===== src/fps_pkg.sv =====
// Shared constants and types for the flyback protection supervisor
package fps_pkg;

  // Clock and counter sizing
  localparam int CLK_PERIOD_NS = 8;
  localparam int CNT_W         = 28;
  typedef logic [CNT_W-1:0] fps_cnt_t;

  // Qualifying times, in ns as specified
  localparam int T_SUPPLY_NS   = 10000;      // Low and high supply
  localparam int T_TSD_NS      = 10000;      // Thermal shutdown
  localparam int T_EXT65_NS    = 55000;      // External event, 65 kHz
  localparam int T_EXT100_NS   = 35000;      // External event, 100 kHz
  localparam int T_LHI65_NS    = 50000;      // High latch, 65 kHz
  localparam int T_LHI100_NS   = 50000;      // High latch, 100 kHz
  localparam int T_LLO_NS      = 350000;     // Low latch
  localparam int T_FBOFF_NS    = 150000000;  // Feedback off mode
  localparam int T_FAULT_NS    = 128000000;  // Overload fault timer
  localparam int T_AUTOREC_NS  = 1000000000; // Autorecovery delay
  localparam int T_LINE_NS     = 20000000;   // Line brown-out timer
  localparam int T_SSTART_NS   = 10000000;   // Soft-start period

  // Least times round up to whole cycles
  localparam int CP  = CLK_PERIOD_NS;
  localparam int RND = CLK_PERIOD_NS - 1;
  localparam fps_cnt_t SUPPLY_CYC  = fps_cnt_t'((T_SUPPLY_NS + RND) / CP);
  localparam fps_cnt_t TSD_CYC     = fps_cnt_t'((T_TSD_NS + RND) / CP);
  localparam fps_cnt_t EXT65_CYC   = fps_cnt_t'((T_EXT65_NS + RND) / CP);
  localparam fps_cnt_t EXT100_CYC  = fps_cnt_t'((T_EXT100_NS + RND) / CP);
  localparam fps_cnt_t LHI65_CYC   = fps_cnt_t'((T_LHI65_NS + RND) / CP);
  localparam fps_cnt_t LHI100_CYC  = fps_cnt_t'((T_LHI100_NS + RND) / CP);
  localparam fps_cnt_t LLO_CYC     = fps_cnt_t'((T_LLO_NS + RND) / CP);
  localparam fps_cnt_t FBOFF_CYC   = fps_cnt_t'((T_FBOFF_NS + RND) / CP);
  localparam fps_cnt_t FAULT_CYC   = fps_cnt_t'((T_FAULT_NS + RND) / CP);
  localparam fps_cnt_t AUTOREC_CYC = fps_cnt_t'((T_AUTOREC_NS + RND) / CP);
  localparam fps_cnt_t LINE_CYC    = fps_cnt_t'((T_LINE_NS + RND) / CP);
  localparam fps_cnt_t SSTART_CYC  = fps_cnt_t'((T_SSTART_NS + RND) / CP);

  // Comparator flags and static selects, all from pins
  typedef struct packed {
    logic pwm_request;      // Gate request from the PWM path
    logic ilim_clamp;       // Setpoint clamped at current_limit_level
    logic max_on_end;       // Last pulse ended by maximum on-time
    logic winding_short;    // Sense above winding-short level
    logic supply_low;       // Below supply_undervoltage_level
    logic supply_high;      // Above supply_overvoltage_level
    logic supply_start;     // Above supply_start_level
    logic supply_reset;     // Below supply_reset_level
    logic ext_event;        // External over-temperature or over-voltage
    logic line_low;         // Below line_stop_level
    logic line_ok;          // Above line_start_level
    logic thermal_shutdown; // Die too hot
    logic thermal_ok_flag;  // Die cooled below low threshold
    logic fb_off;           // Feedback below off level
    logic fb_on;            // Feedback above on level
    logic latch_high;       // Latch-off input above high threshold
    logic latch_low;        // Latch-off input below low threshold
    logic autorec_sel;      // 1: autorecovery variant
    logic freq_100k_sel;    // 1: 100 kHz timing constants
  } fps_flags_t;

  // Latch causes
  typedef struct packed {
    logic overcurrent;
    logic max_on;
    logic winding_short;
    logic supply_low;
    logic external;
    logic supply_high;
    logic latch_input;
  } fps_cause_t;

  // Supervisor states
  typedef enum logic [2:0] {
    ST_WAIT_START,
    ST_SOFTSTART,
    ST_RUN,
    ST_LATCH,
    ST_STOP_LINE,
    ST_STOP_THERM,
    ST_OFF_MODE
  } fps_state_t;

  // Status seen from outside
  typedef struct packed {
    fps_state_t state;
    logic       latched;
    logic       auto_release_ok;
    fps_cause_t cause;
  } fps_status_t;

endpackage


===== src/fps_qual_timer.sv =====
// Qualifying timer: flags a condition held for a given number of cycles
`timescale 1ns/1ns
module fps_qual_timer (
  // Clock and reset
  input  wire logic             clk,
  input  wire logic             resetn,
  // Condition and length
  input  wire logic             cond,
  input  wire fps_pkg::fps_cnt_t limit,
  // Qualified result
  output logic                  done
);
  import fps_pkg::*;

  fps_cnt_t cnt_reg;

  // Count while held, clear the moment it drops
  always_ff @(posedge clk or negedge resetn) begin
    if (!resetn) begin
      cnt_reg <= '0;
    end else if (!cond) begin
      cnt_reg <= '0;
    end else if (cnt_reg != limit) begin
      cnt_reg <= cnt_reg + fps_cnt_t'(1);
    end
  end

  // Held for limit cycles and still present
  assign done = cond && (cnt_reg == limit);

endmodule


===== src/fps_supervisor.sv =====
// Protection and latch supervisor for a flyback controller
`timescale 1ns/1ns
// Operation
// - Current limit clamp runs fault timer; expiry stops gate and latches.
// - Maximum on-time termination also runs the fault timer, same latch.
// - Winding short latches at once, no timer.
// - Low supply held 10 us latches; autorecovery, brown-out, reset release.
// - External event held 55 us (35 us) latches; never autoreleased.
// - High supply held 10 us latches; only brown-out, reset or qualified thermal stop release.
// - Autorecovery variant releases fault latches; latched one holds them.
// - Qualified line low stops; restart needs line and supply start.
// - Thermal flag held 10 us stops, source off; restart needs thermal ok.
// - Feedback off 150 ms stops, cuts supply; restart needs feedback on.
// - Latch input outside its window latches the controller off.
// - Blank high latch pulses under 50 us, low under 350 us.
// - Latch-off cleared only by brown-out, supply reset or qualified thermal stop.
// - Latch input ignored before supply start; high latch blocks the start from wait-start only.
// - Low latch detector ignored until soft-start completes.
// - Doubled thermistor pull-up current during soft-start only.
// - Thermal flag stops gate at once; thermal stop keeps supply.
// - Thermal flag cleared: restart through the normal soft-start.
// - Fault timer clears when the clamp goes away before expiry.
// - Autorecovery waits its delay then restarts; lasting fault repeats.
module fps_supervisor #(
  parameter fps_pkg::fps_cnt_t EXT65_LIM   = fps_pkg::EXT65_CYC,
  parameter fps_pkg::fps_cnt_t EXT100_LIM  = fps_pkg::EXT100_CYC,
  parameter fps_pkg::fps_cnt_t LHI65_LIM   = fps_pkg::LHI65_CYC,
  parameter fps_pkg::fps_cnt_t LHI100_LIM  = fps_pkg::LHI100_CYC,
  parameter fps_pkg::fps_cnt_t LLO_LIM     = fps_pkg::LLO_CYC,
  parameter fps_pkg::fps_cnt_t FBOFF_LIM   = fps_pkg::FBOFF_CYC,
  parameter fps_pkg::fps_cnt_t FAULT_LIM   = fps_pkg::FAULT_CYC,
  parameter fps_pkg::fps_cnt_t AUTOREC_LIM = fps_pkg::AUTOREC_CYC,
  parameter fps_pkg::fps_cnt_t LINE_LIM    = fps_pkg::LINE_CYC,
  parameter fps_pkg::fps_cnt_t SSTART_LIM  = fps_pkg::SSTART_CYC
) (
  // Clock and reset
  input  wire logic                clk,
  input  wire logic                resetn,
  // Comparator flags and selects
  input  wire fps_pkg::fps_flags_t flags_in,
  // Power-stage controls
  output logic                     gate_drive_output,
  output logic                     hv_source_en,
  output logic                     internal_supply_en,
  output logic                     softstart_active,
  output logic                     softstart_pullup_current,
  // Status
  output fps_pkg::fps_status_t     status
);
  import fps_pkg::*;

  localparam fps_cnt_t SUPPLY_LIM = fps_cnt_t'(SUPPLY_CYC);
  localparam fps_cnt_t TSD_LIM    = fps_cnt_t'(TSD_CYC);

  fps_flags_t flags_meta_reg;
  fps_flags_t f;
  fps_state_t state_reg;
  fps_state_t state_next;
  fps_cause_t cause_reg;
  fps_cause_t cause_now;
  logic       auto_ok_reg;
  logic       gate_reg;
  logic       hv_en_reg;
  logic       isup_en_reg;
  logic       ss_reg;
  logic       running;
  logic       armed;
  logic       fault_cond;
  logic       fault_done;
  logic       ulo_done;
  logic       uhi_done;
  logic       ext_done;
  logic       lhi_done;
  logic       llo_done;
  logic       line_done;
  logic       tsd_done;
  logic       fboff_done;
  logic       ss_done;
  logic       autorec_done;
  logic       latch_event;
  logic       cause_auto;
  fps_cnt_t   ext_lim;
  fps_cnt_t   lhi_lim;

  // Two-flop synchroniser on every pin flag
  always_ff @(posedge clk or negedge resetn) begin
    if (!resetn) begin
      flags_meta_reg <= '0;
      f              <= '0;
    end else begin
      flags_meta_reg <= flags_in;
      f              <= flags_meta_reg;
    end
  end

  // Switching states and latch-input arming
  assign running = (state_reg == ST_SOFTSTART) || (state_reg == ST_RUN);
  assign armed   = running || ((state_reg == ST_WAIT_START) && f.supply_start);

  assign ext_lim = f.freq_100k_sel ? EXT100_LIM : EXT65_LIM;
  assign lhi_lim = f.freq_100k_sel ? LHI100_LIM : LHI65_LIM;

  // Clamp or on-time end feeds one timer
  assign fault_cond = running && (f.ilim_clamp || f.max_on_end);

  fps_qual_timer u_fault (.clk(clk), .resetn(resetn), .limit(FAULT_LIM),
    .cond(fault_cond), .done(fault_done));

  fps_qual_timer u_ulo (.clk(clk), .resetn(resetn), .limit(SUPPLY_LIM),
    .cond(running && f.supply_low), .done(ulo_done));

  fps_qual_timer u_uhi (.clk(clk), .resetn(resetn), .limit(SUPPLY_LIM),
    .cond(running && f.supply_high), .done(uhi_done));

  fps_qual_timer u_ext (.clk(clk), .resetn(resetn), .limit(ext_lim),
    .cond(running && f.ext_event), .done(ext_done));

  fps_qual_timer u_lhi (.clk(clk), .resetn(resetn), .limit(lhi_lim),
    .cond(armed && f.latch_high), .done(lhi_done));

  fps_qual_timer u_llo (.clk(clk), .resetn(resetn), .limit(LLO_LIM),
    .cond((state_reg == ST_RUN) && f.latch_low), .done(llo_done));

  fps_qual_timer u_line (.clk(clk), .resetn(resetn), .limit(LINE_LIM),
    .cond(f.line_low), .done(line_done));

  fps_qual_timer u_tsd (.clk(clk), .resetn(resetn), .limit(TSD_LIM),
    .cond(f.thermal_shutdown), .done(tsd_done));

  fps_qual_timer u_fboff (.clk(clk), .resetn(resetn), .limit(FBOFF_LIM),
    .cond(running && f.fb_off), .done(fboff_done));

  // Soft-start period
  fps_qual_timer u_ss (.clk(clk), .resetn(resetn), .limit(SSTART_LIM),
    .cond(state_reg == ST_SOFTSTART), .done(ss_done));

  fps_qual_timer u_autorec (.clk(clk), .resetn(resetn), .limit(AUTOREC_LIM),
    .cond((state_reg == ST_LATCH) && auto_ok_reg), .done(autorec_done));

  // Causes present this cycle
  always_comb begin
    cause_now               = '0;
    cause_now.overcurrent   = fault_done && f.ilim_clamp;
    cause_now.max_on        = fault_done && !f.ilim_clamp;
    cause_now.winding_short = running && f.winding_short;
    cause_now.supply_low    = ulo_done;
    cause_now.external      = ext_done;
    cause_now.supply_high   = uhi_done;
    cause_now.latch_input   = lhi_done || llo_done;
  end

  assign latch_event = |cause_now;
  assign cause_auto  = !(cause_now.external || cause_now.supply_high ||
                         cause_now.latch_input);

  // Next-state decision, resets and brown-out first
  always_comb begin
    state_next = state_reg;
    case (state_reg)
      ST_WAIT_START: begin
        // Start only with no high latch
        if (f.supply_start && f.line_ok && !f.latch_high) begin
          state_next = ST_SOFTSTART;
        end
      end
      ST_SOFTSTART: begin
        if (ss_done) begin
          state_next = ST_RUN;
        end
      end
      ST_RUN: begin
        state_next = ST_RUN;
      end
      ST_LATCH: begin
        if (autorec_done) begin
          state_next = ST_WAIT_START;
        end
      end
      ST_STOP_LINE: begin
        if (f.line_ok && f.supply_start) begin
          state_next = ST_SOFTSTART;
        end
      end
      ST_STOP_THERM: begin
        if (f.line_ok && f.supply_start && f.thermal_ok_flag) begin
          state_next = ST_SOFTSTART;
        end
      end
      ST_OFF_MODE: begin
        if (f.line_ok && f.supply_start && f.fb_on) begin
          state_next = ST_SOFTSTART;
        end
      end
      default: begin
        state_next = ST_WAIT_START;
      end
    endcase
    // Brown-out or supply reset clear every latch
    if (f.supply_reset) begin
      state_next = ST_WAIT_START;
    end else if (line_done) begin
      state_next = ST_STOP_LINE;
    end else if (tsd_done) begin
      state_next = ST_STOP_THERM;
    end else if (armed && latch_event) begin
      state_next = ST_LATCH;
    end else if (running && fboff_done) begin
      state_next = ST_OFF_MODE;
    end
  end

  // State register
  always_ff @(posedge clk or negedge resetn) begin
    if (!resetn) begin
      state_reg <= ST_WAIT_START;
    end else begin
      state_reg <= state_next;
    end
  end

  // Latch cause capture and release eligibility
  always_ff @(posedge clk or negedge resetn) begin
    if (!resetn) begin
      cause_reg   <= '0;
      auto_ok_reg <= 1'b0;
    end else if (state_next != ST_LATCH) begin
      cause_reg   <= '0;
      auto_ok_reg <= 1'b0;
    end else if (state_reg != ST_LATCH) begin
      cause_reg   <= cause_now;
      auto_ok_reg <= f.autorec_sel && cause_auto;
    end
  end

  // Gate drive, stopped at once on any fault or hot die
  always_ff @(posedge clk or negedge resetn) begin
    if (!resetn) begin
      gate_reg <= 1'b0;
    end else begin
      gate_reg <= f.pwm_request && running && (state_next != ST_LATCH) &&
                  !f.thermal_shutdown && !f.winding_short;
    end
  end

  // Supply and start-up source controls
  always_ff @(posedge clk or negedge resetn) begin
    if (!resetn) begin
      hv_en_reg   <= 1'b1;
      isup_en_reg <= 1'b1;
    end else begin
      hv_en_reg   <= (state_next != ST_STOP_THERM);
      // Internal supply off in off mode
      isup_en_reg <= (state_next != ST_OFF_MODE);
    end
  end

  // Soft-start indicator
  always_ff @(posedge clk or negedge resetn) begin
    if (!resetn) begin
      ss_reg <= 1'b0;
    end else begin
      ss_reg <= (state_next == ST_SOFTSTART);
    end
  end

  // Outputs
  assign gate_drive_output        = gate_reg;
  assign hv_source_en             = hv_en_reg;
  assign internal_supply_en       = isup_en_reg;
  assign softstart_active         = ss_reg;
  assign softstart_pullup_current = ss_reg;
  // Status word: state, latched, release eligibility, cause
  assign status = {state_reg, state_reg == ST_LATCH, auto_ok_reg, cause_reg};
endmodule


===== config.mk =====
export PLATFORM = sky130hd
export DESIGN_NAME = fps_supervisor
export DESIGN_NICKNAME = d
export VERILOG_FILES = /design/src/fps_pkg.sv /design/src/fps_qual_timer.sv /design/src/fps_supervisor.sv
export SDC_FILE = /design/constraint.sdc
export NUM_CORES = 1
export LEC_CHECK = 0
export ABC_AREA = 1
export BUFFER_PORTS_ARGS = -buffer_cell sky130_fd_sc_hd__buf_2
export CORE_ASPECT_RATIO = 1.25
export CORE_MARGIN = 8
export CORE_UTILIZATION = 47
export CTS_CLUSTER_DIAMETER = 50
export DETAILED_ROUTE_END_ITERATION = 10
export MAX_ROUTING_LAYER = met4
export SLEW_MARGIN = 20
export SYNTH_ARGS = -nofsm -noshare
export SYNTH_HDL_FRONTEND = slang
export SYNTH_SLANG_ARGS = --single-unit

===== constraint.sdc =====
create_clock -name clk -period 2.9 [get_ports clk]
set_input_delay 0.145 -clock clk [delete_from_list [all_inputs] [get_ports clk]]
set_output_delay 0.145 -clock clk [all_outputs]
set_load 0.02 [all_outputs]

---- Word level (Yosys, flattened, before mapping) ----
Cells that the tools add are included.
storage, ports and cells
  memory bits (writable) .................. 0
  memories kept ........................... 0
  register bits ........................... 361
  bits in read-only memories .............. 0
  output and inout port bits .............. 17
  logic and storage cells ................. 204
  bits in latches ......................... 0
operators by class
  add/sub/neg operators ................... 11
  reductions and logical operators ........ 48
  divide/modulo/power cells ............... 0
  $lt $le $gt $ge ......................... 0
  bitwise logic cells ..................... 0
  multiply operators ...................... 0
  multiplexer cells ....................... 39
  equal/unequal tests ..................... 44
  shift-type cells ........................ 0
operators by type and width
  cell                   count
  $mux 28                22
  $add 28x1->28 const B  11
  $eq 28x11->1 const B   3
  $ne 28x11->1 const B   3
  $logic_and 1x1->1      34
  $mux 3                 11
  $eq 28x13->1           1
  $eq 28x13->1 const B   1
  $eq 28x16->1 const B   1
  $eq 28x21->1 const B   1
  $eq 28x22->1 const B   1
  $eq 28x24->1 const B   1
  $eq 28x25->1 const B   1
  $eq 28x27->1 const B   1
  $ne 28x13->1           1
  $ne 28x13->1 const B   1
  $ne 28x16->1 const B   1
  $ne 28x21->1 const B   1
  $ne 28x22->1 const B   1
  $ne 28x24->1 const B   1
  $ne 28x25->1 const B   1
  $ne 28x27->1 const B   1
  $pmux 3 s7             1
  $ne 2x2->1 const B     9
  14 further kinds       32

---- Depth between registers and ports, before layout ----
  depth in word-level cells ............... 16
  depth in mapped cells ................... 16
  gate-level depth less buffers ........... 16

---- Hierarchy ----
A second synthesis with hierarchy kept.
unflattened totals
  cell total of the unflattened synthesis .. 6661
  area total of the unflattened synthesis .. 36386.1 um^2
modules (own cells, without submodules)
  module                           sequential area each (um^2)  cells each  instances  area each (um^2)
  fps_qual_timer at u_autorec ...  700.7                        589         10         3133.0
  fps_qual_timer at u_lhi          700.7                        588         1          3109.2
  fps_supervisor                   1328.8                       183         1          1946.9

---- Least setup slack after synthesis ----
No wires, ideal clock.
  path type ............................... register -> register
  start point ............................. reg u_line.cnt_reg[0]
  end point ............................... reg u_line.cnt_reg[2]
  period minus slack after synthesis ...... 1881 ps
  required time ........................... 2786 ps
  arrival time ............................ 1766 ps
  library setup time ...................... 114 ps
  path buffers ............................ 0
  setup slack ............................. 1019 ps
  stages on the path, launching flop included .. 8
  cells stage by stage .................... dfrtp_1 inv_1 ha_1 or3b_2 nor4_1 o21ai_0 nand3_1 inv_1
between the ends
  word-level cells in the longest chain between the ends .. 3
RTL lines
  item                    line                  RTL
  from (decl)             fps_qual_timer.sv:15  fps_cnt_t cnt_reg;
  from (signal assigned)  fps_qual_timer.sv:24  cnt_reg <= cnt_reg + fps_cnt_t'(1);
  $add 28x1->28           fps_qual_timer.sv:24
  $mux 28                 fps_qual_timer.sv:23  end else if (cnt_reg != limit) begin
  $mux 28                 fps_qual_timer.sv:21  end else if (!cond) begin
Several ways; a longest one is shown, not always the timed one. The select of a mux whose other input is x is not followed.
A chain may end at the register's enable or synchronous reset.

---- Final worst setup path ----
  start point ............................. reg state_reg[1]
  end point ............................... reg cause_reg, in the netlist status[1]
between the ends
  word-level cells in the longest chain between the ends .. 14
RTL lines
  item                                                 line                   RTL
  from (decl)                                          fps_supervisor.sv:57   fps_state_t state_reg;
  from (signal assigned)                               fps_supervisor.sv:217  state_reg <= state_next;
  branches (longest 14 deep; another with $pmux 3 s7)  --
  to (signal assigned)                                 fps_supervisor.sv:230  cause_reg <= cause_now;
  to (decl)                                            fps_supervisor.sv:59   fps_cause_t cause_reg;
Several ways; the timed one is not identified. The select of a mux whose other input is x is not followed.

==> flow_metrics.env <==
export IMPL_outcome="complete, no violations"
export IMPL_rsz0062_at_grt="no"
export IMPL_mostFrequentLayoutCell="nand2_1"
export IMPL_cts_root_buf="clkbuf_16"
export IMPL_min_period_ns=2.25
export IMPL_post_route_period_util_pct=77.7
export IMPL_hp_class="input pin to asynchronous set/reset pin"
export IMPL_vias_per_cell=5.31
export IMPL_clock_skew_ns=0.0221
export IMPL_core_rowCount=82
export IMPL_start_util_pct=47.4
export IMPL_cts_made_buffers=46
export IMPL_antenna_found_initial=0
export IMPL_clkSinkCount=361
export IMPL_synth_distinct_cells=57
export IMPL_grt_pass1_wl_mm=76.4
export IMPL_grt_pass1_vias=15900
export IMPL_p_comb_share_pct=8.8
export IMPL_critPathLaunchType="flip-flop"
export IMPL_syn_cell_area_um2=18900
export IMPL_clk_path_buf_depth=3
export IMPL_first_iter_violations=1036
export IMPL_crit_end="status[1]"
export IMPL_firstDrtPassIters=5
export IMPL_critPathArrivalTime_ns=2.75
export IMPL_vias=16300
export IMPL_cts_tree="yes"
export IMPL_crit_top_cell="nand2_4"
export IMPL_synth_edff_count=0
export IMPL_synthArstFlopShare_pct=100
export IMPL_yosysTopAreaCell="dfrtp_1"
export IMPL_drt_wl_total_mm=44.4
export IMPL_reg2reg_to="status[1]"
export IMPL_synth_top_area_share_pct=47.4
export IMPL_hold_worst_slack_ns=0.185
export IMPL_clk_pin_slew_worst_paths_ns=0.06
export IMPL_leakage_uw=0.00919
export IMPL_p_seq_share_pct=42.2
export IMPL_power_density_nw_per_um2=570
export IMPL_fillers=3738
export IMPL_r2r_slack_ns=0.65
export IMPL_gr_total_overflow=0
export IMPL_critPathSlowestCell="dfrtp_1"
export IMPL_synth_seq_area_share_pct=47.7
export IMPL_gr_usage_all_layers_pct=19.9
export IMPL_pin_count=38
export IMPL_nets=2567
export IMPL_max_freq_mhz=444
export IMPL_finalSetupTns_ns=0
export IMPL_reg2reg_from="state_reg[1]"
export IMPL_synthFlopType="dfrtp_1"
export IMPL_crit_type="flip-flop to flip-flop"
export IMPL_worst_pin_slew_ns=0.739
export IMPL_p_sw_uw=3210
export IMPL_swShare_pct=26.0
export IMPL_synthToLayoutAreaGrowth_pct=14.5
export IMPL_ir_drop_uv=453
export IMPL_path_max_fanout=17
export IMPL_syn_area_per_cell_um2=7.79
export IMPL_yosysWarnings=0
export IMPL_gp_congestion=0.910
export IMPL_clock_latency_ns=0.58
export IMPL_endpoint_kind="flip-flop"
export IMPL_multi_input_area_um2=8410
export IMPL_n_antenna_cell=0
export IMPL_drive_gt1_share_pct=8.90
export IMPL_synthTopCellsByArea="dfrtp_1 (47%), nand2_1 (7.7%), inv_1 (6.9%), nor2_1 (6.7%), a21oi_1 (5.5%)"
export IMPL_mostFrequentLayoutCells="nand2_1 (390), dfrtp_1 (359), inv_1 (349), nor2_1 (338), a21oi_1 (208)"
export IMPL_final_area_um2=21700
export IMPL_max_cap_violations=0
export IMPL_syn_inst=2431
export IMPL_post_cts_resized=0
export IMPL_internal_power_uw=9130
export IMPL_clkPwrFrac_pct=48.9
export IMPL_placed_cell_area_um2=19800
export IMPL_drc_errors=0
export IMPL_ant_nets=0
export IMPL_h_tree_depth=2
export IMPL_cp_data_required_time_ns=3.40
export IMPL_cpPeakStageDelay_ns=0.47
export IMPL_cp_startpoint="state_reg[1]"
export IMPL_die_h_um=240
export IMPL_finalSetupViolCount=0
export IMPL_cts_hold_buf=20
export IMPL_grt_start_max_net_pins=90
export IMPL_r2r_cells=15
export IMPL_slew_viol_final=0
export IMPL_die_area_um2=47000
export IMPL_worstPathCellList="inv_2 -> nand3_4 -> nand2_4 -> inv_8 -> nand2_4 -> nand2_4 -> inv_4 -> nand2_4 -> nand2_4 -> inv_2 -> nand2_2 -> nor2_4 -> nand2_2 -> nand3_2 -> nor2_1"
export IMPL_syn_num_nets=2473
export IMPL_port_buffers=37
export IMPL_ys_seq_elements=361
export IMPL_postCtsSetupRepairBufs=0
export IMPL_die_w_um=196
export IMPL_slew_headroom_pct=50.8
export IMPL_coreArea_um2=39900
export IMPL_ff_latch_area_um2=9040
export IMPL_dp_hpwl_mm=32.6
export IMPL_wl_per_cell_um=14.5
export IMPL_hold_viol=0
-- how the worst min path moves through the flow --
stage | from | slack, ns | depth (start not counted) | end
2_1_floorplan | resetn | -0.15 | 0 | auto_ok_reg
3_3_place_gp | resetn | 0.23 | 1 | u_lhi.cnt_reg[11]
3_5_place_dp | resetn | 0.23 | 1 | u_lhi.cnt_reg[11]
4_1_cts | flags_in[1] | 0.17 | 2 | flags_meta_reg[1]
5_1_grt | flags_in[6] | 0.19 | 2 | flags_meta_reg[6]
6_report | resetn | 0.19 | 2 | u_lhi.cnt_reg[11]
-- worst max-delay path: cells and delay by family, from the launching register on --
kind,cells,cell delay (ns)
buffers and inverters,4,0.44
AND/OR/NAND/NOR,11,1.24
flip-flops,1,0.47
-- metal layers --
layer,routed length [um],up-vias,global-route usage (%)
met5,0,-,-
met4,1430,0,7.24
met3,1860,100,3.47
met2,20500,280,31.7
met1,20600,7630,25.5
li1,-,8264,-
-- metrics by stage --
stage | setup slack (ns) | std cells | total power, uW | utilization (%)
after floorplan | 1.02 | 2431 | 5990 | -
after global placement | 0.705 | 2961 | 6370 | 49.7
after detailed placement | 0.634 | 2961 | 6400 | 49.7
after CTS | 0.624 | 3067 | 12600 | 54.3
after global routing | 0.376 | 3067 | 12900 | 54.3
final | 0.648 | 3067 | 12300 | 54.3
-- layout make-up --
class,instances,share of cell area (%)
Tap cell,504,2.91
Clock buffer,58,6.04
Inverter,364,6.35
Sequential cell,361,41.7
Timing Repair Buffer,73,2.72
Clock inverter,28,1.50
Multi-Input combinational cell,1679,38.8
-- logic make-up (layout without fill, tap and decap cells) --
kind of cell,count (synthesis),in the layout,share of synthesized area (%)
compound gates,436,436,12.5
xor+xnor,29,29,1.34
fa+ha+maj,21,21,1.39
buf+inv,391,523,7.87
flops,361,361,47.7
simple gates,1193,1193,29.2
-- power groups by stage --
stage / combinational [uW] / sequential (uW) / clock [uW]
global route: 1250 / 5220 / 6440
global placement: 1070 / 5300 / 0
finish: 1090 / 5220 / 6040
floorplan: 702 / 5290 / 0
detailed placement: 1090 / 5310 / 0
CTS: 1110 / 5220 / 6220
-- Yosys cell counts (12+ instances only) --
| cell type | instances |
|---|---|
| ha_1 | 21 |
| a21oi_1 | 208 |
| nor2_1 | 338 |
| nor3_1 | 139 |
| clkbuf_1 | 21 |
| dfrtp_1 | 359 |
| nand3_1 | 137 |
| a31oi_1 | 18 |
| nand2_1 | 390 |
| nor4_1 | 33 |
| nor2_2 | 26 |
| nand4_1 | 67 |
| o21ai_0 | 156 |
| xor2_1 | 26 |
| inv_1 | 349 |
| a211oi_1 | 14 |
| o21a_1 | 12 |
Note: power is estimated with default switching activity, not from simulation.
